### config.mk
export PLATFORM = sky130hd
export DESIGN_NAME = capture_compare_unit
export DESIGN_NICKNAME = d
export VERILOG_FILES = /design/src/design/ccu_pkg.sv /design/src/design/ccu_regs_if.sv /design/src/design/capture_compare_unit.sv /design/src/design/ccu_core.sv
export SDC_FILE = /design/constraint.sdc
export NUM_CORES = 1
export LEC_CHECK = 0
export BUFFER_PORTS_ARGS = -buffer_cell sky130_fd_sc_hd__buf_2
export CORE_MARGIN = 5
export CORE_UTILIZATION = 45
export CTS_CLUSTER_DIAMETER = 40
export DETAILED_ROUTE_END_ITERATION = 6
export MAX_ROUTING_LAYER = met4
export PLACE_DENSITY_LB_ADDON = 0.15
export SLEW_MARGIN = 10
export SYNTH_ARGS = -nofsm -noshare
export SYNTH_HDL_FRONTEND = slang
export SYNTH_SLANG_ARGS = --single-unit
### constraint.sdc
create_clock -name CLOCK_I -period 5.5 [get_ports CLOCK_I]
set_clock_uncertainty 0.15 [all_clocks]
set_input_delay 0.275 -clock CLOCK_I [delete_from_list [all_inputs] [get_ports CLOCK_I]]
set_output_delay 0.275 -clock CLOCK_I [all_outputs]
set_load 0.05 [all_outputs]
### src/design/ccu_pkg.sv
// package: register map, mode codes and field layout of the capture/compare unit
// assumes a 32-bit AXI4-Lite register bus and a 16-bit timer count input
package ccu_pkg;

	// ***************************************************************
	// register offsets (byte addresses)
	// ***************************************************************
	localparam logic [7:0] OFF_UNIT_CONTROL     = 8'h00;
	localparam logic [7:0] OFF_CAPTURE_VALUE    = 8'h04;
	localparam logic [7:0] OFF_FLAG_REG         = 8'h08;
	localparam logic [7:0] OFF_ENABLE_REG       = 8'h0C;

	// ***************************************************************
	// field positions
	// ***************************************************************
	localparam int MODE_LSB  = 0;
	localparam int MODE_MSB  = 3;
	localparam int FLAG_BIT  = 2;
	localparam int ADDR_MSB  = 7;

	// ***************************************************************
	// mode codes
	// ***************************************************************
	localparam logic [3:0] MODE_OFF        = 4'h0;
	localparam logic [3:0] MODE_CAP_FALL   = 4'h4;
	localparam logic [3:0] MODE_CAP_RISE   = 4'h5;
	localparam logic [3:0] MODE_CAP_RISE4  = 4'h6;
	localparam logic [3:0] MODE_CAP_RISE16 = 4'h7;
	localparam logic [3:0] MODE_CMP_HIGH   = 4'h8;
	localparam logic [3:0] MODE_CMP_LOW    = 4'h9;
	localparam logic [3:0] MODE_CMP_KEEP   = 4'hA;

	// ***************************************************************
	// reset values and counts
	// ***************************************************************
	localparam logic [3:0]  PRESCALE_4_LAST  = 4'h3;
	localparam logic [3:0]  PRESCALE_16_LAST = 4'hF;
	localparam logic [31:0] RESET_WORD       = 32'h0000_0000;
	localparam logic [1:0]  RESP_OKAY        = 2'h0;
	localparam logic [1:0]  RESP_SLVERR      = 2'h2;

endpackage

### src/design/ccu_regs_if.sv
// interface: register values handed from the bus slave to the unit core
// assumes both ends share the unit's single clock
`timescale 1ns/1ps
interface ccu_regs_if;
	logic [3:0]  mode;
	logic        mode_write;
	logic [15:0] compare_value;
	logic        flag_clear;
	logic        capture_read;

	modport slave
	(
		output mode,
		output mode_write,
		output compare_value,
		output flag_clear,
		output capture_read
	);
	modport core
	(
		input  mode,
		input  mode_write,
		input  compare_value,
		input  flag_clear,
		input  capture_read
	);
endinterface

### src/design/capture_compare_unit.sv
// top: AXI4-Lite register slave around the capture/compare engine
// assumes one clock, synchronous active-high reset, timer count from outside
//
// Contract
// - capture copies full sixteen-bit timer count
// - events: fall, rise, fourth rise, sixteenth rise
// - four-bit mode field selects behaviour
// - capture sets flag; only software clears
// - new capture overwrites unread old value
// - own port writes on pin trigger capture
// - mode change may set spurious flag
// - prescaler cleared when off or not capturing
// - prescale switch keeps counter, partial count
// - compare register equals timer every cycle
// - match drives pin high, low, or keeps
// - flag set same cycle match acts
// - writing zero forces compare latch low
//
// The register offsets and the AXI4-Lite slave port are this design's own decisions.
`timescale 1ns/1ps
module capture_compare_unit
(
	// clock and reset
	input  wire logic        CLOCK_I,
	input  wire logic        RST_I,
	// axi write address
	input  wire logic [7:0]  AWADDR_I,
	input  wire logic        AWVALID_I,
	output logic             AWREADY_O,
	// axi write data
	input  wire logic [31:0] WDATA_I,
	input  wire logic [3:0]  WSTRB_I,
	input  wire logic        WVALID_I,
	output logic             WREADY_O,
	// axi write response
	output logic [1:0]       BRESP_O,
	output logic             BVALID_O,
	input  wire logic        BREADY_I,
	// axi read address
	input  wire logic [7:0]  ARADDR_I,
	input  wire logic        ARVALID_I,
	output logic             ARREADY_O,
	// axi read data
	output logic [31:0]      RDATA_O,
	output logic [1:0]       RRESP_O,
	output logic             RVALID_O,
	input  wire logic        RREADY_I,
	// timer and pin
	input  wire logic [15:0] TIMER_I,
	input  wire logic        PIN_I,
	output logic             CMP_LATCH_O,
	output logic             IRQ_FLAG_O
);

	// ***************************************************************
	// bus slave state
	// ***************************************************************
	typedef struct packed
	{
		logic        aw_held;
		logic [7:0]  aw_addr;
		logic        w_held;
		logic [31:0] w_data;
		logic [3:0]  w_strb;
		logic        bvalid;
		logic [1:0]  bresp;
		logic        rvalid;
		logic [1:0]  rresp;
		logic [31:0] rdata;
		logic [3:0]  mode;
		logic [15:0] compare;
		logic        irq_enable;
		logic        mode_write;
		logic        flag_clear;
		logic        capture_read;
		logic        cmp_out;
		logic        flag_out;
	} bus_state_t;

	bus_state_t state;
	bus_state_t next_state;

	ccu_regs_if regs ();

	logic [15:0] capture_value;
	logic        core_flag;
	logic        core_latch;

	ccu_core core
	(
		.clk_i       (CLOCK_I),
		.rst_i       (RST_I),
		.regs        (regs.core),
		.timer_i     (TIMER_I),
		.pin_i       (PIN_I),
		.capture_o   (capture_value),
		.flag_o      (core_flag),
		.cmp_latch_o (core_latch)
	);

	assign regs.mode = state.mode;
	assign regs.mode_write = state.mode_write;
	assign regs.compare_value = state.compare;
	assign regs.flag_clear = state.flag_clear;
	assign regs.capture_read = state.capture_read;

	logic        do_write;
	logic        do_read;
	logic [31:0] wd;

	// ***************************************************************
	// next-state logic
	// ***************************************************************
	always_comb
	begin
		next_state = state;
		next_state.mode_write = 1'b0;
		next_state.flag_clear = 1'b0;
		next_state.capture_read = 1'b0;
		next_state.cmp_out = core_latch;
		next_state.flag_out = core_flag;
		wd = state.w_data;
		if (AWVALID_I && !state.aw_held)
		begin
			next_state.aw_held = 1'b1;
			next_state.aw_addr = AWADDR_I;
		end
		if (WVALID_I && !state.w_held)
		begin
			next_state.w_held = 1'b1;
			next_state.w_data = WDATA_I;
			next_state.w_strb = WSTRB_I;
		end
		if (state.bvalid && BREADY_I)
			next_state.bvalid = 1'b0;
		if (state.rvalid && RREADY_I)
			next_state.rvalid = 1'b0;
		// one write resolves per cycle, response must drain first
		do_write = state.aw_held && state.w_held && !state.bvalid;
		do_read = ARVALID_I && !state.rvalid;
		if (do_write)
		begin
			next_state.aw_held = 1'b0;
			next_state.w_held = 1'b0;
			next_state.bvalid = 1'b1;
			next_state.bresp = ccu_pkg::RESP_OKAY;
			case (state.aw_addr)
				ccu_pkg::OFF_UNIT_CONTROL:
				begin
					if (state.w_strb[0])
					begin
						next_state.mode = wd[ccu_pkg::MODE_MSB:
							ccu_pkg::MODE_LSB];
						next_state.mode_write = 1'b1;
					end
				end
				ccu_pkg::OFF_CAPTURE_VALUE:
				begin
					if (state.w_strb[0])
						next_state.compare[7:0] = wd[7:0];
					if (state.w_strb[1])
						next_state.compare[15:8] = wd[15:8];
				end
				ccu_pkg::OFF_FLAG_REG:
				begin
					if (state.w_strb[0] && !wd[ccu_pkg::FLAG_BIT])
						next_state.flag_clear = 1'b1;
				end
				ccu_pkg::OFF_ENABLE_REG:
				begin
					if (state.w_strb[0])
						next_state.irq_enable = wd[ccu_pkg::FLAG_BIT];
				end
				default:
					next_state.bresp = ccu_pkg::RESP_SLVERR;
			endcase
		end
		if (do_read)
		begin
			next_state.rvalid = 1'b1;
			next_state.rresp = ccu_pkg::RESP_OKAY;
			next_state.rdata = ccu_pkg::RESET_WORD;
			case (ARADDR_I)
				ccu_pkg::OFF_UNIT_CONTROL:
					next_state.rdata[3:0] = state.mode;
				ccu_pkg::OFF_CAPTURE_VALUE:
				begin
					// capture and compare share the value register
					if (ccu_pkg::MODE_CMP_HIGH <= state.mode)
						next_state.rdata[15:0] = state.compare;
					else
						next_state.rdata[15:0] = capture_value;
					next_state.capture_read = 1'b1;
				end
				ccu_pkg::OFF_FLAG_REG:
					next_state.rdata[ccu_pkg::FLAG_BIT] = core_flag;
				ccu_pkg::OFF_ENABLE_REG:
					next_state.rdata[ccu_pkg::FLAG_BIT] = state.irq_enable;
				default:
					next_state.rresp = ccu_pkg::RESP_SLVERR;
			endcase
		end
	end

	always_ff @(posedge CLOCK_I)
	begin
		if (RST_I)
			state <= '0;
		else
			state <= next_state;
	end

	// ***************************************************************
	// outputs
	// ***************************************************************
	assign AWREADY_O = ~state.aw_held;
	assign WREADY_O = ~state.w_held;
	assign BVALID_O = state.bvalid;
	assign BRESP_O = state.bresp;
	assign ARREADY_O = ~state.rvalid;
	assign RVALID_O = state.rvalid;
	assign RRESP_O = state.rresp;
	assign RDATA_O = state.rdata;
	assign CMP_LATCH_O = state.cmp_out;
	assign IRQ_FLAG_O = state.flag_out;

endmodule

### src/design/ccu_core.sv
// capture/compare engine: edge detect, prescaler, capture latch, compare output
// assumes the timer count is stable; the pin input passes a two-flop sync here first
`timescale 1ns/1ps
module ccu_core
(
	// clock and reset
	input  wire logic        clk_i,
	input  wire logic        rst_i,
	// register side
	ccu_regs_if.core         regs,
	// timer and pin
	input  wire logic [15:0] timer_i,
	input  wire logic        pin_i,
	// results
	output logic [15:0]      capture_o,
	output logic             flag_o,
	output logic             cmp_latch_o
);

	typedef struct packed
	{
		logic        sync1;
		logic        sync2;
		logic        pin_prev;
		logic [3:0]  prescale;
		logic [15:0] capture;
		logic        flag;
		logic        cmp_latch;
		logic        unread;
	} core_state_t;

	core_state_t state;
	core_state_t next_state;

	function automatic logic is_capture(input logic [3:0] m);
		is_capture = (m == ccu_pkg::MODE_CAP_FALL) ||
			(m == ccu_pkg::MODE_CAP_RISE) ||
			(m == ccu_pkg::MODE_CAP_RISE4) ||
			(m == ccu_pkg::MODE_CAP_RISE16);
	endfunction

	function automatic logic is_compare(input logic [3:0] m);
		is_compare = (m == ccu_pkg::MODE_CMP_HIGH) ||
			(m == ccu_pkg::MODE_CMP_LOW) ||
			(m == ccu_pkg::MODE_CMP_KEEP);
	endfunction

	logic rise;
	logic fall;
	logic event_hit;
	logic match;

	always_comb
	begin
		next_state = state;
		rise = state.sync2 & ~state.pin_prev;
		fall = ~state.sync2 & state.pin_prev;
		event_hit = 1'b0;
		match = 1'b0;
		next_state.sync1 = pin_i;
		next_state.sync2 = state.sync1;
		next_state.pin_prev = state.sync2;
		if (regs.capture_read)
			next_state.unread = 1'b0;
		if (regs.flag_clear)
			next_state.flag = 1'b0;
		// prescaler kept while hopping between capture codes
		if (!is_capture(regs.mode))
			next_state.prescale = 4'h0;
		case (regs.mode)
			ccu_pkg::MODE_CAP_FALL:
				event_hit = fall;
			ccu_pkg::MODE_CAP_RISE:
				event_hit = rise;
			ccu_pkg::MODE_CAP_RISE4:
			begin
				if (rise)
				begin
					event_hit = (state.prescale >=
						ccu_pkg::PRESCALE_4_LAST);
					next_state.prescale = event_hit ? 4'h0 :
						state.prescale + 4'h1;
				end
			end
			ccu_pkg::MODE_CAP_RISE16:
			begin
				if (rise)
				begin
					event_hit = (state.prescale ==
						ccu_pkg::PRESCALE_16_LAST);
					next_state.prescale = state.prescale + 4'h1;
				end
			end
			ccu_pkg::MODE_CMP_HIGH,
			ccu_pkg::MODE_CMP_LOW,
			ccu_pkg::MODE_CMP_KEEP:
				match = (timer_i == regs.compare_value);
			default:
				event_hit = 1'b0;
		endcase
		// pin fed back from the pad, so port writes also capture
		if (event_hit)
		begin
			next_state.capture = timer_i;
			next_state.unread = 1'b1;
			next_state.flag = 1'b1;
		end
		if (match)
		begin
			next_state.flag = 1'b1;
			if (regs.mode == ccu_pkg::MODE_CMP_HIGH)
				next_state.cmp_latch = 1'b1;
			else if (regs.mode == ccu_pkg::MODE_CMP_LOW)
				next_state.cmp_latch = 1'b0;
		end
		// mode hops can glitch the flag; software masks and clears
		if (regs.mode_write && regs.mode == ccu_pkg::MODE_OFF)
			next_state.cmp_latch = 1'b0;
	end

	always_ff @(posedge clk_i)
	begin
		if (rst_i)
			state <= '0;
		else
			state <= next_state;
	end

	assign capture_o = state.capture;
	assign flag_o = state.flag;
	assign cmp_latch_o = state.cmp_latch;

endmodule

==> summary.md <==
| Metric | Value |
|---|---|
| Post-route setup TNS | `0 ns` |
| Clk_lat worst skew | `0.35 ns` |
| Hold-fix buffers at CTS | `20` |
| Dpl ws | `2.81 ns` |
| MaxCap Viol Count | `0` |
| Crit path required time | `5.57 ns` |
| Final Util | `53.9%` |
| First-pass DRT Iterations | `4` |
| Detail Route Antenna Nets | `0` |
| Post-Place Cells | `630` |
| Initial antenna violation count | `0` |
| Critical path fanouts, max | `24` |
| Fin cells | `666` |
| H-tree Lvls | `3` |
| P_leak | `2.09 nW` |
| Asr flop ratio synth | `0%` |
| Initial core utilization | `46.2%` |
| N_diodes | `0` |
| Pwr dens | `277 nW/um^2` |
| Relative slew slack | `29.1%` |
| Share of cells above drive strength 1 | `a little under a quarter` |
| Die X-Extent | `107 um` |
| Max clock buf depth | `2` |
| Die area | `roughly 12000 sq um` |
| Critical path type | `reg -> reg` |
| Status | `finished, final reports clean` |
| Tightest Hold Check Type | `in -> reg` |
| Mapped Area | `4270 sq um` |
| Synth top area share | `between 40% and 50%` |
| WL per Instance | `13.5 um` |
| Post-Synthesis Cells | `458` |
| Post-route cell area | `4980 sq um` |
| Synth warnings | `0` |
| Crit path DAT | `2.75 ns` |
| Slew @ Worst Pin | `1.06 ns` |
| Post-route DRC violation count | `0` |
| First-pass GRT wire length | `14400 um` |
| CP endpoint kind | `flip-flop` |
| Core area | `~9200 sq um` |
| Nets | `610` |
| Vias in the first global route | `2980` |
| Tmin final | `2.68 ns` |
| Clock root buffer master | `clkbuf_8` |
| Unrepaired setup endpoints after global routing | `false` |
| Largest net degree at the start of global routing | `between 90 and 100` |
| GR Overflow Total | `0` |
| IO Port Bufs | `82` |
| Tcrit/Tclk final | `around half` |
| Area Overhead vs Synth | `16.7%` |
| Total power | `1.38 mW` |
| Via/cell ratio | `4.80` |
| Number of clock buffers inserted by TritonCTS | `9` |
| DP HPWL | `between 6000 and 7000 um` |
| Top post-synthesis cells by area | `dfxtp_1 46%, mux2i_1 11%, buf_4 6.7%, nor2_1 6.5%, mux2_2 4.2%` |
| Yosys reg bits | `98` |
| CTS clk-pin slew, worst paths | `0.09 ns` |
| Slack of the critical path | `2.82 ns` |
| IO Pins | `119` |
| Clk sink count | `98` |
| CTS tree | `built` |
| CP startpoint kind | `flip-flop` |
| Total GRT Usage | `16.1%` |
| Fin Hold WS | `0.00813 ns` |
| Synth unique cells | `46` |
| Max Freq | `between 300 and 400 MHz` |
| Via count | `3199` |
| Row count | `35` |
| Synth Flop Type | `dfxtp_1` |
| Post_cts resized | `0` |
| Post-synthesis sequential area ratio | `about 46%` |
| Largest area contributor in the netlist | `dfxtp_1` |
| Placed Area | `4560 sq um` |
| Max Transition Viols Final | `0` |
| Final Setup Violations | `0` |
| Die Y | `107 um` |
| Worst vdd ir | `0.000136 V` |
| Syn avg cell area | `9.32 sq um` |
| Final Hold Vio Count | `0` |
| WL final | `9020 um` |
| Worst Hold Path Cells | `3` |
| Post-CTS Setup Inserts | `0` |
| DRT iter0 DRCs | `122` |
| Routability cong. | `about 0.79` |
| EDFF count, synth | `0` |
| R2R cell count | `4` |
-- cells by family (layout without fill, tap and decap cells) --
logic type	Yosys count	after routing	synth area share, %
simple gates	158	158	17.0
fa+ha+maj	1	1	0.293
buf+inv	65	127	9.26
other cells	1	18	0.0878
flops	98	98	45.9
mux	63	63	15.5
compound gates	55	55	8.44
xor+xnor	17	17	3.49
-- registers in the layout, indices dropped and copies added (netlist names) --
name                count
regs.flag_clear         1
CMP_LATCH_O             1
BVALID_O                1
core.state              5
regs.compare_value     16
IRQ_FLAG_O              1
RVALID_O                1
regs.mode               4
regs.mode_write         1
wd                     16
core.capture_o         16
RRESP_O                 1
BRESP_O                 1
core.flag_o             1
state                  13
core.cmp_latch_o        1
RDATA_O                16
core.next_state         2
-- path summary, 6_finish.rpt --
path	from	endpoint	slack, ns
setup / recovery	regs.mode[3]	core.capture_o[11]	2.82
hold / removal	WDATA_I[7]	wd[7]	0.008
setup reg to reg	regs.mode[3]	core.capture_o[11]	2.82
hold reg to reg	core.next_state[24]	core.next_state[23]	0.30
-- synth_stat cells (2+ instances only) --
cell type,instances
a21oi_1,25
buf_4,38
dfxtp_1,98
nor3_1,6
clkbuf_1,18
a22oi_1,17
nor4_1,3
xnor2_1,15
mux2i_1,46
nand3b_1,2
nand2b_1,3
nand2_1,45
nand4_1,4
inv_1,6
nor2_1,74
mux2_2,16
o21a_1,3
xor2_1,2
nor2b_1,7
nand3_1,4
-- layer usage --
metal	share of wire, %	vias up	global-route usage (%)
met2	43	85	24.0
met3	5.7	11	3.84
met1	50	1459	21.9
met4	1.1	0	4.87
met5	0	-	-
li1	-	1644	-
-- where the power goes --
part	internal (mW)	switching, mW
clock network	0.267	0.238
logic	0.0498	0.0913
registers	0.725	0.0107
-- cell type report --
cell class	instances	area, sq um
tap	129	161
clock inverter	4	76.3
clock buffer	11	141
timing repair buffer	106	643
inverter	6	22.5
fill	875	4260
sequential	98	1960
multi-input combinational	312	1980
-- cell usage in the layout, fill, tap and decap left out, types with 2 or more instances in the layout --
cell type,netlist,final
clkbuf_8,0,10
nand3_1,4,4
nand2b_1,3,3
nor2_1,74,74
mux2i_1,46,46
nand4_1,4,4
inv_1,6,6
nor4_1,3,3
nand3b_1,2,2
bufinv_16,0,2
a22oi_1,17,17
dfxtp_1,98,98
nand2_1,45,45
buf_4,38,3
o21a_1,3,3
xnor2_1,15,15
nor2b_1,7,7
dlygate4sd3_1,0,21
a21oi_1,25,25
nor3_1,6,6
conb_1,1,18
xor2_1,2,2
buf_2,1,82
mux2_2,16,16
-- worst max-delay path, cell delays in order (launching register included) --
cell     delay, ns
dfxtp_1       0.64
and4b_1       0.49
a32o_1        0.90
mux2i_1       0.30
nor2_1        0.05
Power figures use the tool's default switching activity.
